File: src/prx_consts.svh
// constants for the proximity measurement and interrupt block
// assumes it is included by bare name into every file that needs offsets or counts
//
// Notes on behaviour
// subtract cancellation offset before storing result
// offset is 11 bits over two registers
// enable write powers up support blocks
// wait settle time, then convert at rate
// disable finishes running conversion, then powers down
// interrupt evaluated only after each conversion
// interrupt pin is low when active
// out-of-window for persist count raises interrupt
// near/far bit: below clears, above sets
// pin is level follower or latched event
// status interrupt flag cleared by status read
// control resets to standby, 0x01 measures
// led drive setting resets to 0x36
// pulse count up to 32, reset eight
// resolution and rate resets to 0x45
// persistence needs field plus one results
// result low byte, high bits, overflow bit
// thresholds 11 bits, upper all ones
// config bit 1 selects pin behaviour
// negative difference clamps result to zero
// persistence counter clears in window or disabled
`ifndef PRX_CONSTS_SVH
`define PRX_CONSTS_SVH

// ==================================================
// register offsets
`define PRX_A_CTRL        8'h00
`define PRX_A_LED         8'h01
`define PRX_A_PULSES      8'h02
`define PRX_A_RATE        8'h03
`define PRX_A_STATUS      8'h07
`define PRX_A_DATA_LO     8'h08
`define PRX_A_DATA_HI     8'h09
`define PRX_A_INT_CFG     8'h19
`define PRX_A_PERSIST     8'h1a
`define PRX_A_UP_LO       8'h1b
`define PRX_A_UP_HI       8'h1c
`define PRX_A_LOW_LO      8'h1d
`define PRX_A_LOW_HI      8'h1e
`define PRX_A_CAN_LO      8'h1f
`define PRX_A_CAN_HI      8'h20

// ==================================================
// reset values and field positions
`define PRX_RST_CTRL      8'h00
`define PRX_RST_LED       8'h36
`define PRX_RST_PULSES    8'h08
`define PRX_MAX_PULSES    8'h20
`define PRX_RST_RATE      8'h45
`define PRX_RST_INT_CFG   2'h0
`define PRX_INT_CFG_FIXED 8'h10
`define PRX_RST_UP        11'h7ff
`define PRX_RST_LOW       11'h000
`define PRX_ST_NEW        0
`define PRX_ST_IRQ        1
`define PRX_ST_NEAR       2
`define PRX_ST_PWR        5
`define PRX_RATE_REF_CODE 3'h5

// ==================================================
// timing
`define PRX_CLK_KHZ       40000
`define PRX_SETTLE_US     5000
`define PRX_SETTLE_CYC    ((`PRX_SETTLE_US * `PRX_CLK_KHZ) / 1000)
`define PRX_RATE_REF_MS   100
`define PRX_RATE_REF_CYC  (`PRX_RATE_REF_MS * `PRX_CLK_KHZ)

`endif

File: src/prx_pkg.sv
// types shared by the proximity block
// assumes nothing beyond a SystemVerilog compiler
package prx_pkg;

    // ==================================================
    // measurement sequencer states
    typedef enum logic [1:0] {
        PRX_IDLE   = 2'b00,
        PRX_SETTLE = 2'b01,
        PRX_WAIT   = 2'b10,
        PRX_CONV   = 2'b11
    } prx_state_t;

endpackage

File: src/prx_eval_if.sv
// carrier between the sequencer and the threshold evaluator
// assumes both ends run on the one block clock
`timescale 1ns/1ps
`default_nettype none
interface prx_eval_if;
    logic        valid;
    logic [10:0] result;
    logic [10:0] thr_up;
    logic [10:0] thr_low;
    logic [3:0]  persist;
    logic        irq_enable;
    logic        clear;
    logic        trigger;
    logic        near_far;

    modport seq  (output valid, result, thr_up, thr_low, persist, irq_enable, clear,
                  input trigger, near_far);
    modport eval (input valid, result, thr_up, thr_low, persist, irq_enable, clear,
                  output trigger, near_far);
endinterface
`default_nettype wire

File: src/prx_eval.sv
// threshold compare, persistence count and near/far state
// assumes valid is a one-cycle pulse per stored result
`timescale 1ns/1ps
`default_nettype none
`include "prx_consts.svh"
module prx_eval
    import prx_pkg::*;
(
    // clock and reset
    input  wire logic clock,
    input  wire logic sys_rst,
    // link to the sequencer
    prx_eval_if.eval  ev
);
    logic [3:0] persistence_count;
    logic       above;
    logic       below;

    assign above = ev.result > ev.thr_up;
    assign below = ev.result < ev.thr_low;

    // ==================================================
    // persistence count and trigger on a fresh result; clear zeroes the count at any time
    always_ff @(posedge clock or posedge sys_rst)
    begin
        if (sys_rst)
        begin
            persistence_count <= 4'h0;
            ev.trigger        <= 1'b0;
        end
        else
        begin
            ev.trigger <= 1'b0;
            if (ev.clear)
                persistence_count <= 4'h0;
            else if (ev.valid)
            begin
                if (!(above || below))
                    persistence_count <= 4'h0;
                else if (persistence_count >= ev.persist)
                begin
                    persistence_count <= 4'h0;                  // restart so a long run repeats
                    ev.trigger        <= ev.irq_enable;
                end
                else
                    persistence_count <= persistence_count + 4'h1;
            end
        end
    end

    // ==================================================
    // near/far level holds between results
    always_ff @(posedge clock or posedge sys_rst)
    begin
        if (sys_rst)
            ev.near_far <= 1'b0;
        else if (ev.valid && below)
            ev.near_far <= 1'b0;
        else if (ev.valid && above)
            ev.near_far <= 1'b1;
    end
endmodule
`default_nettype wire

File: src/prx_measure_top.sv
// proximity measurement sequencer, byte registers and interrupt pin
// assumes a byte register port from an external serial slave engine and an
// analog converter front end on the same clock, so neither is synchronised
`timescale 1ns/1ps
`default_nettype none
`include "prx_consts.svh"
module prx_measure_top
    import prx_pkg::*;
#(
    parameter logic [31:0] SETTLE_CYC   = `PRX_SETTLE_CYC,
    parameter logic [31:0] RATE_REF_CYC = `PRX_RATE_REF_CYC
)
(
    // clock and reset
    input  wire logic        clock,
    input  wire logic        sys_rst,
    // byte register port
    input  wire logic [7:0]  reg_addr,
    input  wire logic [7:0]  reg_wdata,
    input  wire logic        reg_wr,
    input  wire logic        reg_rd,
    output logic      [7:0]  reg_rdata,
    // converter front end
    output logic             support_power_on,
    output logic             conv_start,
    input  wire logic        conv_done,
    input  wire logic [10:0] conv_raw,
    input  wire logic        conv_overflow,
    output logic      [1:0]  conv_resolution,
    // led driver settings
    output logic      [7:0]  led_drive_setting,
    output logic      [7:0]  led_pulse_count,
    // interrupt pin, active low
    output logic             int_n
);
    prx_state_t  state;
    logic [7:0]  operating_mode_control;
    logic [7:0]  resolution_and_rate;
    logic [1:0]  int_cfg;
    logic [3:0]  interrupt_persistence;
    logic [10:0] prox_threshold_up;
    logic [10:0] prox_threshold_low;
    logic [10:0] offset_cancel;
    logic [10:0] prox_result;
    logic        result_overflow;
    logic        new_data;
    logic        prox_irq_flag;
    logic        power_on_flag;
    logic        irq_latched;
    logic        result_new;
    logic [31:0] settle_cnt;
    logic [31:0] rate_cnt;
    logic [31:0] rate_period;
    logic        measure_enable;
    logic        prox_irq_enable;
    logic        pin_behaviour_select;
    logic        rate_hit;
    logic        store;
    logic        status_read;
    logic [10:0] next_result;
    logic [7:0]  next_rdata;

    prx_eval_if  ev_link();

    assign measure_enable       = operating_mode_control[0];
    assign prox_irq_enable      = int_cfg[0];
    assign pin_behaviour_select = int_cfg[1];
    assign conv_resolution      = resolution_and_rate[4:3];
    assign status_read          = reg_rd && (reg_addr == `PRX_A_STATUS);
    assign store                = (state == PRX_CONV) && conv_done;

    // ==================================================
    // repeat period scales by powers of two around the reference code
    always_comb
    begin
        if (resolution_and_rate[2:0] >= `PRX_RATE_REF_CODE)
            rate_period = RATE_REF_CYC << (resolution_and_rate[2:0] - `PRX_RATE_REF_CODE);
        else
            rate_period = RATE_REF_CYC >> (`PRX_RATE_REF_CODE - resolution_and_rate[2:0]);
    end
    assign rate_hit = rate_cnt >= (rate_period - 32'h1);

    // ==================================================
    // register writes
    always_ff @(posedge clock or posedge sys_rst)
    begin
        if (sys_rst)
        begin
            operating_mode_control <= `PRX_RST_CTRL;
            led_drive_setting      <= `PRX_RST_LED;
            led_pulse_count        <= `PRX_RST_PULSES;
            resolution_and_rate    <= `PRX_RST_RATE;
            int_cfg                <= `PRX_RST_INT_CFG;
            interrupt_persistence  <= 4'h0;
            prox_threshold_up      <= `PRX_RST_UP;
            prox_threshold_low     <= `PRX_RST_LOW;
            offset_cancel          <= 11'h000;
        end
        else if (reg_wr)
        begin
            case (reg_addr)
                `PRX_A_CTRL:    operating_mode_control <= {7'h00, reg_wdata[0]};
                `PRX_A_LED:     led_drive_setting      <= reg_wdata;
                `PRX_A_PULSES:  led_pulse_count        <= (reg_wdata > `PRX_MAX_PULSES) ?
                                                          `PRX_MAX_PULSES : reg_wdata;
                `PRX_A_RATE:    resolution_and_rate    <= reg_wdata;
                `PRX_A_INT_CFG: int_cfg                <= reg_wdata[1:0];
                `PRX_A_PERSIST: interrupt_persistence  <= reg_wdata[3:0];
                `PRX_A_UP_LO:   prox_threshold_up[7:0]   <= reg_wdata;
                `PRX_A_UP_HI:   prox_threshold_up[10:8]  <= reg_wdata[2:0];
                `PRX_A_LOW_LO:  prox_threshold_low[7:0]  <= reg_wdata;
                `PRX_A_LOW_HI:  prox_threshold_low[10:8] <= reg_wdata[2:0];
                `PRX_A_CAN_LO:  offset_cancel[7:0]       <= reg_wdata;
                `PRX_A_CAN_HI:  offset_cancel[10:8]      <= reg_wdata[2:0];
                default:        ;
            endcase
        end
    end

    // ==================================================
    // read mux; reserved bits read zero except INT_CFG bit 4, which reads one; unmapped offsets read zero
    always_comb
    begin
        case (reg_addr)
            `PRX_A_CTRL:    next_rdata = operating_mode_control;
            `PRX_A_LED:     next_rdata = led_drive_setting;
            `PRX_A_PULSES:  next_rdata = led_pulse_count;
            `PRX_A_RATE:    next_rdata = resolution_and_rate;
            `PRX_A_STATUS:  next_rdata = {2'b00, power_on_flag, 2'b00, ev_link.near_far,
                                          prox_irq_flag, new_data};
            `PRX_A_DATA_LO: next_rdata = prox_result[7:0];
            `PRX_A_DATA_HI: next_rdata = {4'h0, result_overflow, prox_result[10:8]};
            `PRX_A_INT_CFG: next_rdata = `PRX_INT_CFG_FIXED | {6'h00, int_cfg};
            `PRX_A_PERSIST: next_rdata = {4'h0, interrupt_persistence};
            `PRX_A_UP_LO:   next_rdata = prox_threshold_up[7:0];
            `PRX_A_UP_HI:   next_rdata = {5'h00, prox_threshold_up[10:8]};
            `PRX_A_LOW_LO:  next_rdata = prox_threshold_low[7:0];
            `PRX_A_LOW_HI:  next_rdata = {5'h00, prox_threshold_low[10:8]};
            `PRX_A_CAN_LO:  next_rdata = offset_cancel[7:0];
            `PRX_A_CAN_HI:  next_rdata = {5'h00, offset_cancel[10:8]};
            default:        next_rdata = 8'h00;
        endcase
    end

    // read data is captured so it is stable while the slave engine shifts it out
    always_ff @(posedge clock or posedge sys_rst)
    begin
        if (sys_rst)
            reg_rdata <= 8'h00;
        else if (reg_rd)
            reg_rdata <= next_rdata;
    end

    // ==================================================
    // measurement sequencer
    always_ff @(posedge clock or posedge sys_rst)
    begin
        if (sys_rst)
        begin
            state      <= PRX_IDLE;
            settle_cnt <= 32'h0;
            rate_cnt   <= 32'h0;
        end
        else
        begin
            case (state)
                PRX_IDLE:
                begin
                    settle_cnt <= 32'h0;
                    if (measure_enable)
                        state <= PRX_SETTLE;
                end
                PRX_SETTLE:
                begin
                    if (!measure_enable)
                        state <= PRX_IDLE;
                    else if (settle_cnt >= SETTLE_CYC - 32'h1)
                    begin
                        state    <= PRX_WAIT;
                        rate_cnt <= rate_period - 32'h1;                  // first conversion at once
                    end
                    else
                        settle_cnt <= settle_cnt + 32'h1;
                end
                PRX_WAIT:
                begin
                    if (!measure_enable)
                        state <= PRX_IDLE;
                    else if (rate_hit)
                    begin
                        state    <= PRX_CONV;
                        rate_cnt <= 32'h0;
                    end
                    else
                        rate_cnt <= rate_cnt + 32'h1;
                end
                PRX_CONV:
                begin
                    // the period keeps counting so the cadence ignores conversion time
                    rate_cnt <= rate_cnt + 32'h1;
                    if (conv_done)
                        state <= measure_enable ? PRX_WAIT : PRX_IDLE;
                end
                default: state <= PRX_IDLE;
            endcase
        end
    end

    assign conv_start       = (state == PRX_WAIT) && measure_enable && rate_hit;
    assign support_power_on = (state != PRX_IDLE);

    // ==================================================
    // offset cancellation, clamped at zero
    always_comb
    begin
        if (offset_cancel > conv_raw)
            next_result = 11'h000;
        else
            next_result = conv_raw - offset_cancel;
    end

    always_ff @(posedge clock or posedge sys_rst)
    begin
        if (sys_rst)
        begin
            prox_result     <= 11'h000;
            result_overflow <= 1'b0;
            result_new      <= 1'b0;
        end
        else
        begin
            result_new <= store;
            if (store)
            begin
                prox_result     <= next_result;
                result_overflow <= conv_overflow;
            end
        end
    end

    // ==================================================
    // threshold evaluator
    assign ev_link.valid      = result_new;
    assign ev_link.result     = prox_result;
    assign ev_link.thr_up     = prox_threshold_up;
    assign ev_link.thr_low    = prox_threshold_low;
    assign ev_link.persist    = interrupt_persistence;
    assign ev_link.irq_enable = prox_irq_enable;
    assign ev_link.clear      = (state == PRX_IDLE);

    prx_eval u_eval (
        .clock   (clock),
        .sys_rst (sys_rst),
        .ev      (ev_link.eval)
    );

    // ==================================================
    // status flags; a set in the same cycle as the clearing read wins
    always_ff @(posedge clock or posedge sys_rst)
    begin
        if (sys_rst)
        begin
            new_data      <= 1'b0;
            prox_irq_flag <= 1'b0;
            power_on_flag <= 1'b1;
            irq_latched   <= 1'b0;
        end
        else
        begin
            if (result_new)
                new_data <= 1'b1;
            else if (status_read)
                new_data <= 1'b0;
            if (ev_link.trigger)
                prox_irq_flag <= 1'b1;
            else if (status_read)
                prox_irq_flag <= 1'b0;
            if (status_read)
                power_on_flag <= 1'b0;
            if (ev_link.trigger)
                irq_latched <= 1'b1;
            else if (status_read)
                irq_latched <= 1'b0;
        end
    end

    // ==================================================
    // interrupt pin; in level mode it tracks near/far, which only moves after a result
    always_ff @(posedge clock or posedge sys_rst)
    begin
        if (sys_rst)
            int_n <= 1'b1;
        else if (!prox_irq_enable)
            int_n <= 1'b1;
        else if (pin_behaviour_select)
            int_n <= !ev_link.near_far;
        else
            int_n <= !(irq_latched || ev_link.trigger);
    end
endmodule
`default_nettype wire

File: config.mk
export PLATFORM = sky130hd
export DESIGN_NAME = prx_measure_top
export DESIGN_NICKNAME = d
export VERILOG_FILES = /design/src/prx_pkg.sv /design/src/prx_eval_if.sv /design/src/prx_eval.sv /design/src/prx_measure_top.sv
export VERILOG_INCLUDE_DIRS = /design/src
export SDC_FILE = /design/constraint.sdc
export NUM_CORES = 1
export LEC_CHECK = 0
export ABC_AREA = 1
export BUFFER_PORTS_ARGS = -buffer_cell sky130_fd_sc_hd__buf_2
export CAP_MARGIN = 5
export CELL_PAD_IN_SITES_DETAIL_PLACEMENT = 0
export CELL_PAD_IN_SITES_GLOBAL_PLACEMENT = 1
export CORE_ASPECT_RATIO = 0.8
export CORE_MARGIN = 1
export CORE_UTILIZATION = 37
export DETAILED_ROUTE_END_ITERATION = 12
export MAX_ROUTING_LAYER = met4
export PLACE_DENSITY = 0.79
export SLEW_MARGIN = 5
export SYNTH_ARGS = -nofsm -noshare
export SYNTH_HDL_FRONTEND = slang
export SYNTH_SLANG_ARGS = --single-unit
export TNS_END_PERCENT = 100
File: constraint.sdc
create_clock -name clock -period 11.3 [get_ports clock]
set_input_delay 2.825 -clock clock [delete_from_list [all_inputs] [get_ports clock]]
set_output_delay 2.825 -clock clock [all_outputs]
set_load 0.005 [all_outputs]
* Yosys cells after proc, flatten, opt, wreduce, memory -nomap -nowiden
Cells that the tools add are included.
** Word-level totals
- Input port bits :: 33
- Output and inout bits :: 29
- Memory bits (read-only) :: 0
- Memories :: 0
- Latch bits :: 0
- Flip-flop bits (word level) :: 161
- RAM bits :: 0
- Word-level logic and storage cells :: 137
** Operators by class
- $add $sub $neg :: 7
- Divide/modulo/power cells :: 0
- Shifts and indexed selects :: 2
- Reduce and logical (&&, ||, !) cells :: 34
- $lt $le $gt $ge :: 8
- Bitwise gates (word level) :: 0
- Multiplexer cells :: 35
- Eq/ne operators :: 25
- $mul :: 0
** Operators with widths (number)
- two-way mux 32 bit :: 7
- one-hot mux 8 bit (15 select lines) :: 1
- one-hot mux 32 bit (3 select lines) :: 1
- adder 32 x 1 -> 32 bit (second input constant) :: 2
- one-hot mux 32 bit (2 select lines) :: 1
- equality test 8 x 5 -> 1 bit (second input constant) :: 7
- greater-or-equal comparator 32 x 18 -> 1 bit (second input constant) :: 1
- greater-or-equal comparator 32 bit :: 1
- << shifter 22 x 3 -> 32 bit (first input constant) :: 1
- >> shifter 22 x 3 -> 32 bit (first input constant) :: 1
- subtractor 32 x 1 -> 32 bit (second input constant) :: 1
- AND reduction 2 bit :: 12
- greater-than comparator 11 bit :: 2
- equality test 8 x 2 -> 1 bit (second input constant) :: 2
- equality test 8 x 4 -> 1 bit (second input constant) :: 2
- two-way mux 4 bit :: 4
- two-way mux 2 bit :: 7
- inequality test 2 bit (second input constant) :: 6
- nonzero test 2 bit :: 6
- < comparator 11 bit :: 1
- two-way mux 1 bit :: 11
- two-way mux 11 bit :: 1
- subtractor 11 bit :: 1
- equality test 8 x 1 -> 1 bit (second input constant) :: 1
- 21 further kinds :: 31

* Depth between registers and ports, before layout
Gate-level depths: netlist of run 1.
- Depth after elaboration :: 8
- Depth in mapped cells :: 28
- Gate-level depth less buffers :: 28

* By module
Synthesis of run 1 repeated with hierarchy kept, for this count alone.
** Second synthesis, totals
- Cells, all modules :: 1709
- Area total of the unflattened synthesis :: 11691.2 um^2
** By module, submodules not included
- prx_measure_top :: cells an instance 1555, area each 10689.0 um^2, instances 1, sequential area each 3905.0 um^2
- prx_eval :: cells an instance 154, area each 1002.2 um^2, instances 1, sequential area each 150.1 um^2

* Worst setup path after synthesis of run 1
OpenSTA, ideal clock, no wires.
- Path type :: reg2out
- From :: register resolution_and_rate[2]
- To :: output port conv_start
- Data required time :: 8.475 ns
- Path buffers :: 1
- Arrival :: 3.293 ns
- Stages on the path, launching flop included :: 25
- Setup slack :: 5.182 ns
- Path through :: dfstp_2 > buf_6 > inv_2 > ha_1 > nor2_4 > nand2_1 > ha_1 > or2_2 > nand3_1 > nor2_1 > nand2_1 > nor2_4 > nand3_2 > nor2_1 > nand3_1 > nand2_1 > ha_1 > a21oi_1 > o21ai_0 > nand2_1 > nand2_1 > nor2_1 > nand3_2 > nand3_1 > inv_1
** Between the ends
- Cells in the longest elaborated chain, start to end :: 6
- Elaborated cells between the ends (all ways) :: 9
- Those cells by class :: add/sub: 3; order compare: 2; shift: 2; mux: 1; reduce/logical: 1
** RTL lines
- start: declaration :: RTL line prx_measure_top.sv:38 : logic [7:0] resolution_and_rate;
- start signal: assignment :: RTL line prx_measure_top.sv:92 : resolution_and_rate <= `PRX_RST_RATE;
- start signal: assignment :: RTL line prx_measure_top.sv:106 : `PRX_A_RATE: resolution_and_rate <= reg_wdata;
- subtractor 3 bit (no source line)
- >> shifter 22 x 3 -> 32 bit or << shifter 22 x 3 -> 32 bit (tied branches) :: RTL line prx_measure_top.sv:79, prx_measure_top.sv:77
- two-way mux 32 bit * :: RTL line prx_measure_top.sv:76 : if (resolution_and_rate[2:0] >= `PRX_RATE_REF_CODE)
- subtractor 32 x 1 -> 32 bit * :: RTL line prx_measure_top.sv:81 : assign rate_hit = rate_cnt >= (rate_period - 32'h1);
- greater-or-equal comparator 32 bit * :: RTL line prx_measure_top.sv:81
- logical AND 1 bit * :: RTL line prx_measure_top.sv:209 : assign conv_start = (state == PRX_WAIT) && measure_enable && rate_hit;
- end: declaration :: RTL line prx_measure_top.sv:25 : output logic conv_start,
Every way passes the cells marked *; elsewhere a longest branch is shown, timed or not.

* Worst setup path in the final report of run 1
- From :: register resolution_and_rate[1]
- To :: output port conv_start
Same word-level chain as after synthesis.

==> results of run 1 <==
[cells by family (layout without fill, tap and decap cells)]
kind of cell | Yosys count | after routing
AO/OA/AOI/OAI | 258 | 258
XOR/XNOR | 34 | 34
adder cells (fa/ha/maj) | 77 | 77
buffers and inverters | 243 | 305
flip-flops | 161 | 161
AND/OR/NAND/NOR | 790 | 790
[cell usage after synthesis (5+ instances only)]
master	count	area share [%]
nand2_1	420	14
dfrtp_1	140	31
nor2_1	141	4.7
a21oi_1	77	3.4
buf_2	9	0.40
or2_2	15	0.83
nand3_1	97	4.3
nor3_1	39	1.7
buf_4	5	0.33
nand3_2	6	0.53
o22ai_1	19	1.1
xor2_1	27	2.1
clkbuf_1	9	0.30
a22oi_1	5	0.33
dfstp_2	21	4.9
nor4_1	8	0.44
nand4_1	29	1.6
ha_1	76	8.4
o2111ai_1	6	0.47
xnor2_1	7	0.54
nand2_4	7	0.70
o21ai_1	8	0.36
inv_2	7	0.23
inv_1	201	6.7
o21ai_0	110	4.9
buf_6	6	0.60
nor2_2	12	0.67
a31oi_1	6	0.33
[flip-flops by register name, summed over array words and instances, names as in the netlist, 2 cells and up]
name	count
led_drive_setting	8
ev_link.persist	4
offset_cancel	11
settle_cnt	32
resolution_and_rate	8
ev_link.thr_up	11
ev_link.result	11
int_cfg	2
ev_link.thr_low	11
led_pulse_count	8
state	2
rate_cnt	32
u_eval.persistence_count	4
reg_rdata	8
[stage by stage]
stage / setup WS (ns) / hold slack, ns / cell area (sq um) / instances / power [uW]
after CTS: 3.939 / 0.4712 / 12410 / 2031 / 1554
final: 3.922 / 0.4721 / 12410 / 2031 / 1548
after global routing: 3.610 / 0.4979 / 12410 / 2031 / 1629
after floorplan: 4.161 / 0.4306 / 11260 / 1563 / 897.7
after detailed placement: 4.420 / 0.4608 / 11870 / 2000 / 996.6
after global placement: 4.589 / 0.4412 / 11870 / 2000 / 992.3
[per-layer routing]
layer	track usage, %	up-vias
met5	-	-
met4	5.168	0
met3	4.964	24
met2	32.76	284
met1	35.16	4905
li1	-	5231
[path summary, 6_finish.rpt]
path | startpoint | end | depth (start not counted)
max in group asynchronous | sys_rst | rate_cnt[16]$_DFFE_PP0P_ | 3
min reg2reg | power_on_flag$_DFFE_PP1P_ | power_on_flag$_DFFE_PP1P_ | 2
max reg2reg | resolution_and_rate[1]$_DFFE_PP0P_ | rate_cnt[21]$_DFFE_PP0P_ | 26
max | resolution_and_rate[1]$_DFFE_PP0P_ | conv_start | 21
min | power_on_flag$_DFFE_PP1P_ | power_on_flag$_DFFE_PP1P_ | 2
min in group asynchronous | sys_rst | ev_link.result[10]$_DFFE_PP0P_ | 2
[cell type report]
type / instances / area (sq um) / area share (%)
clock inverter: 9 / 72.57 / 0.5846
multi-input combinational: 1159 / 6180 / 49.78
sequential: 161 / 4055 / 32.67
clock buffer: 22 / 474.2 / 3.820
timing repair buffer: 63 / 320.3 / 2.580
tap: 406 / 508.0 / 4.092
inverter: 211 / 803.3 / 6.471
[power by group through the flow]
stage                     Sequential, uW  Clock, uW  Combinational [uW]
final                                673        557                 318
after global routing                 679        590                 361
after CTS                            672        566                 316
after detailed placement             682          0                 315
after global placement               681          0                 311
after floorplan                      661          0                 237
[worst max-delay path, cell delays in order (launching register included)]
cell and delay [ns]:
dfrtp_1 0.62, inv_1 0.27, ha_1 0.55, nor2_4 0.24, nand2_1 0.10, ha_1 0.22
or2_2 0.28, nand3_1 0.07, nor2_1 0.05, nand2_1 0.10, nor2_4 0.06, nand3_2 0.08
or2_1 0.12, nand2_1 0.06, ha_1 0.31, nand4_1 0.15, nor3_1 0.29, nand2_1 0.10
nand3_2 0.17, nand3_1 0.09, inv_1 0.07, buf_2 0.11
==> impl_metrics.ini, run 1 <==
[global_route]
grt_max_degree = 103
grt_use_total_pct = 23.77
antenna_found_initial = 0
grt_pass1_wl_microns = 55080
first_global_vias = 9766
grt.overflow.total = 0

[setup_path]
rrSetupSlack_ns = 6.52
critPathKind = reg2out
crit_required_ns = 8.48
worstSetupEndpointType = output pin
start_kind = flop
worstPathArrival_ns = 4.55
cp_max_fo = 14

[drt]
wirelength_met1_microns = 17980
via_per_inst = 5.142
first_pass_iters = 7
wl_met3_microns = 2496
antenna_left = 0
routed.top_layer = met4
vias = 10440
route.detailed.drc = 0
wire_per_inst_microns = 17.04
drt_wl_total_microns = 34620
dr_wl_met2_microns = 13750
drt_iter0_markers = 870

[clock_tree]
cts_tree = built
root_buffer = clkbuf_16
clk_pin_slew_ns = 0.07
ctsHoldBuffers = 0
cts_buffers = 17
clk_path_buf_depth = 2
clock_latency_ns = 0.45
clkSinkCount = 161
post-cts-setup-buffers = 0
htree_levels = 4
cts.repair.resized = 0

[die]
initial_core_util_pct = 37.99
dieArea_sq_um = 31140
row_count = 56
fp.coreArea_sq_um = 29640
pin_count = 62
die_h_microns = 158.0
die_w_microns = 197.0

[power]
p_int_uw = 1029
power.share.clock_pct = 36.0
p_per_area_nw_per_um2 = 124.7
p_sw_share_pct = 33.50
switchingPower_uw = 518.6
p_comb_share_pct = 20.6
p_leak_uw = 0.005958
ir_drop_v = 0.00007978
power_frac_seq_pct = 43.5

[synth]
async_reset_ff_share_pct = 100.0
synth_fa_ha_area_share_pct = 8.622
ys_seq_area_share_pct = 36.01
ys_types = 57
syn-num-nets = 1673
synth_top_family_by_area = simple AND/OR/NAND/NOR gates
synth_xor_area_share_pct = 2.644
yosys_most_used_dff = dfrtp_1
ys_ff_latch = 161
synth_edf_count = 0
synth.area.mux_share_pct = 0
synth_compound_area_share_pct = 12.90
synth-simple-area-share_pct = 30.71
synth.avg_cell_area_sq_um = 7.205
synthesis.instances = 1563
ys_warn_count = 0
syn_area_sq_um = 11260

[outcome]
status = finished, final reports clean

[cells_and_area]
diodes = 0
drive_above_1_share_pct = 10.83
syn_to_final_growth_pct = 10.23
final_core_util_pct = 41.88
layout_common_cells = nand2_1 (420), inv_1 (200), nor2_1 (141), dfrtp_1 (140), o21ai_0 (110)
final_common_cell = nand2_1
fill_cells = 3096
layout.nets = 1723

[sta]
tns_ns = 0
slew_headroom_pct = 38.14
min_period_ns = 7.378
slew_viol_final = 0
skew_ns = 0.01662
worst_slew_pin_slew_ns = 0.9280
clock.fmax_mhz = 135.5
rsz0062_at_grt = false
hold_viol = 0
setup_viol = 0
post-route-period-util_pct = 65.29

[placed_design]
port_buffers = 61
place.gp.congestion = 0.9677
dp_hpwl_microns = 26570

[run]
drv_cap = 0

[min_path]
hp-class = reg2reg
No activity file was read; power rests on OpenSTA's default activity.
==> inputs of run 2 (changes only) <==
==> constraint.sdc (replaced) <==
create_clock -name clock -period 7.3 [get_ports clock]
set_input_delay 1.825 -clock clock [delete_from_list [all_inputs] [get_ports clock]]
set_output_delay 1.825 -clock clock [all_outputs]
set_load 0.005 [all_outputs]
==> run 2 against run 1 <==
Net effect: global-route usage about the same; critical path depth unchanged; worst setup slack worse by 3.0 ns; final cell count about the same; final area up 0.10%; combinational power up 55%; routed wire length down 0.20%; sequential power up 55%; non-clock buffer count unchanged; via count up 1.2%; flip-flop and latch count unchanged; first-iteration DRC count up 7.6%; critical path type unchanged; critical endpoint unchanged.
==> impl_metrics.ini, run 2 (synthesized netlist as in run 1, its figures left out) <==
[outcome]
status = finished, final reports clean

[global_route]
first_global_vias = 9772
grt_use_total_pct = 23.78
grt.overflow.total = 0
antenna_found_initial = 0
grt_max_degree = 103
grt_pass1_wl_microns = 55340

[cells_and_area]
diodes = 0
final_common_cell = nand2_1
drive_above_1_share_pct = 10.58
layout.nets = 1723
fill_cells = 3093
layout_common_cells = nand2_1 (420), inv_1 (200), nor2_1 (141), dfrtp_1 (140), o21ai_0 (110)
top_regs = rate_cnt x32, settle_cnt x32
syn_to_final_growth_pct = 10.34

[clock_tree]
clkSinkCount = 161
cts_tree = built
clock_latency_ns = 0.44
root_buffer = clkbuf_16
clk_pin_slew_ns = 0.06
cts.repair.resized = 0
htree_levels = 4
cts_buffers = 17
post-cts-setup-buffers = 0
ctsHoldBuffers = 0
clk_path_buf_depth = 2

[placed_design]
port_buffers = 61
dp_hpwl_microns = 26430
place.gp.congestion = 0.9676
dp_worst_setup_slack_ns = 1.433

[sta]
min_period_ns = 6.363
tns_ns = 0
rsz0062_at_grt = false
slew_headroom_pct = 37.48
post-route-period-util_pct = 87.16
slew_viol_final = 0
setup_viol = 0
worst_slack_ns = 0.9373
worst_slew_pin_slew_ns = 0.9378
clock.fmax_mhz = 157.2
hold_viol = 0
skew_ns = 0.01230

[die]
dieArea_sq_um = 31140
initial_core_util_pct = 37.99
fp.coreArea_sq_um = 29640
row_count = 56
pin_count = 62
die_w_microns = 197.0
die_h_microns = 158.0

[run]
drv_cap = 0

[setup_path]
start_kind = flop
slowest_delay_ns = 0.62
crit_buf_inv = 3
worstPathArrival_ns = 4.54
worstSetupEndpointType = output pin
crit_chain = inv_1, ha_1, nor2_4, nand2_1, ha_1, or2_2, nand3_1, nor2_1, nand2_1, nor2_4, nand3_2, or2_1, nand2_1, ha_1, nand4_1, nor3_1, nand2_1, nand3_2, nand3_1, inv_1, buf_2
crit_required_ns = 5.48
critical-path-top-delay-family = simple AND/OR/NAND/NOR gates
worst_path_max_delay_cell = dfrtp_1
critPathKind = reg2out
cp_max_fo = 14
crit_top_cell = nand2_1

[power]
p_per_area_nw_per_um2 = 195.3
ir_drop_v = 0.0001239
p_leak_uw = 0.005961

[drt]
drt_iter0_markers = 936
first_pass_iters = 6
antenna_left = 0
route.detailed.drc = 0
vias = 10570
wire_per_inst_microns = 17.00
via_per_inst = 5.202
drt_wl_total_microns = 34550

[min_path]
hp-class = reg2reg
[run 2: path summary, 6_finish.rpt]
kind,cells after the start,slack (ns),end,from
min in group asynchronous,2,1.58,result_overflow$_DFFE_PP0P_,sys_rst
worst max register to register,24,2.54,rate_cnt[23]$_DFFE_PP0P_,resolution_and_rate[1]$_DFFE_PP0P_
worst min-delay path,2,0.46,power_on_flag$_DFFE_PP1P_,power_on_flag$_DFFE_PP1P_
worst min register to register,2,0.46,power_on_flag$_DFFE_PP1P_,power_on_flag$_DFFE_PP1P_
worst max-delay path,21,0.94,conv_start,resolution_and_rate[1]$_DFFE_PP0P_
max in group asynchronous,3,4.36,rate_cnt[13]$_DFFE_PP0P_,sys_rst
[run 2: stage by stage]
step / hold slack, ns / instance area (sq um) / utilization [%] / cells / power, uW
floorplan: 0.4306 / 11260 / - / 1563 / 1390
global placement: 0.4412 / 11870 / 40.04 / 2000 / 1536
detailed placement: 0.4505 / 11870 / 40.04 / 2000 / 1543
CTS: 0.4586 / 12430 / 41.92 / 2032 / 2439
global route: 0.4836 / 12430 / 41.92 / 2032 / 2556
finish: 0.4603 / 12430 / 41.92 / 2032 / 2426
[run 2: power breakdown]
group	switching (uW)	internal (uW)	leakage, uW
Sequential	86.1	955	0.00210
Clock	385	507	0.000267
Combinational	321	172	0.00360
[run 2: tightest hold or removal path: cells and delay by family (launching register included)]
| family | cells | cell delay (ns) |
|---|---|---|
| flip-flops | 1 | 0.37 |
| AND/OR/NAND/NOR | 1 | 0.05 |
| buffers and inverters | 1 | 0.04 |
[run 2: layout make-up]
cell class	count	area [sq um]	share of cell area [%]
multi-input combinational	1159	6180	49.73
sequential	161	4055	32.64
inverter	211	803.3	6.465
tap	406	508.0	4.088
clock buffer	24	451.7	3.635
timing repair buffer	63	320.3	2.578
clock inverter	8	107.6	0.8660
[run 2: layer usage]
metal  wire (microns)  global-route usage [%]  vias to the layer above
met5                0                       -                        -
met4              379                   4.910                        0
met3             2216                   3.963                       31
met2            13950                   32.64                      322
met1            18000                   36.01                     4994
li1                 -                       -                     5224
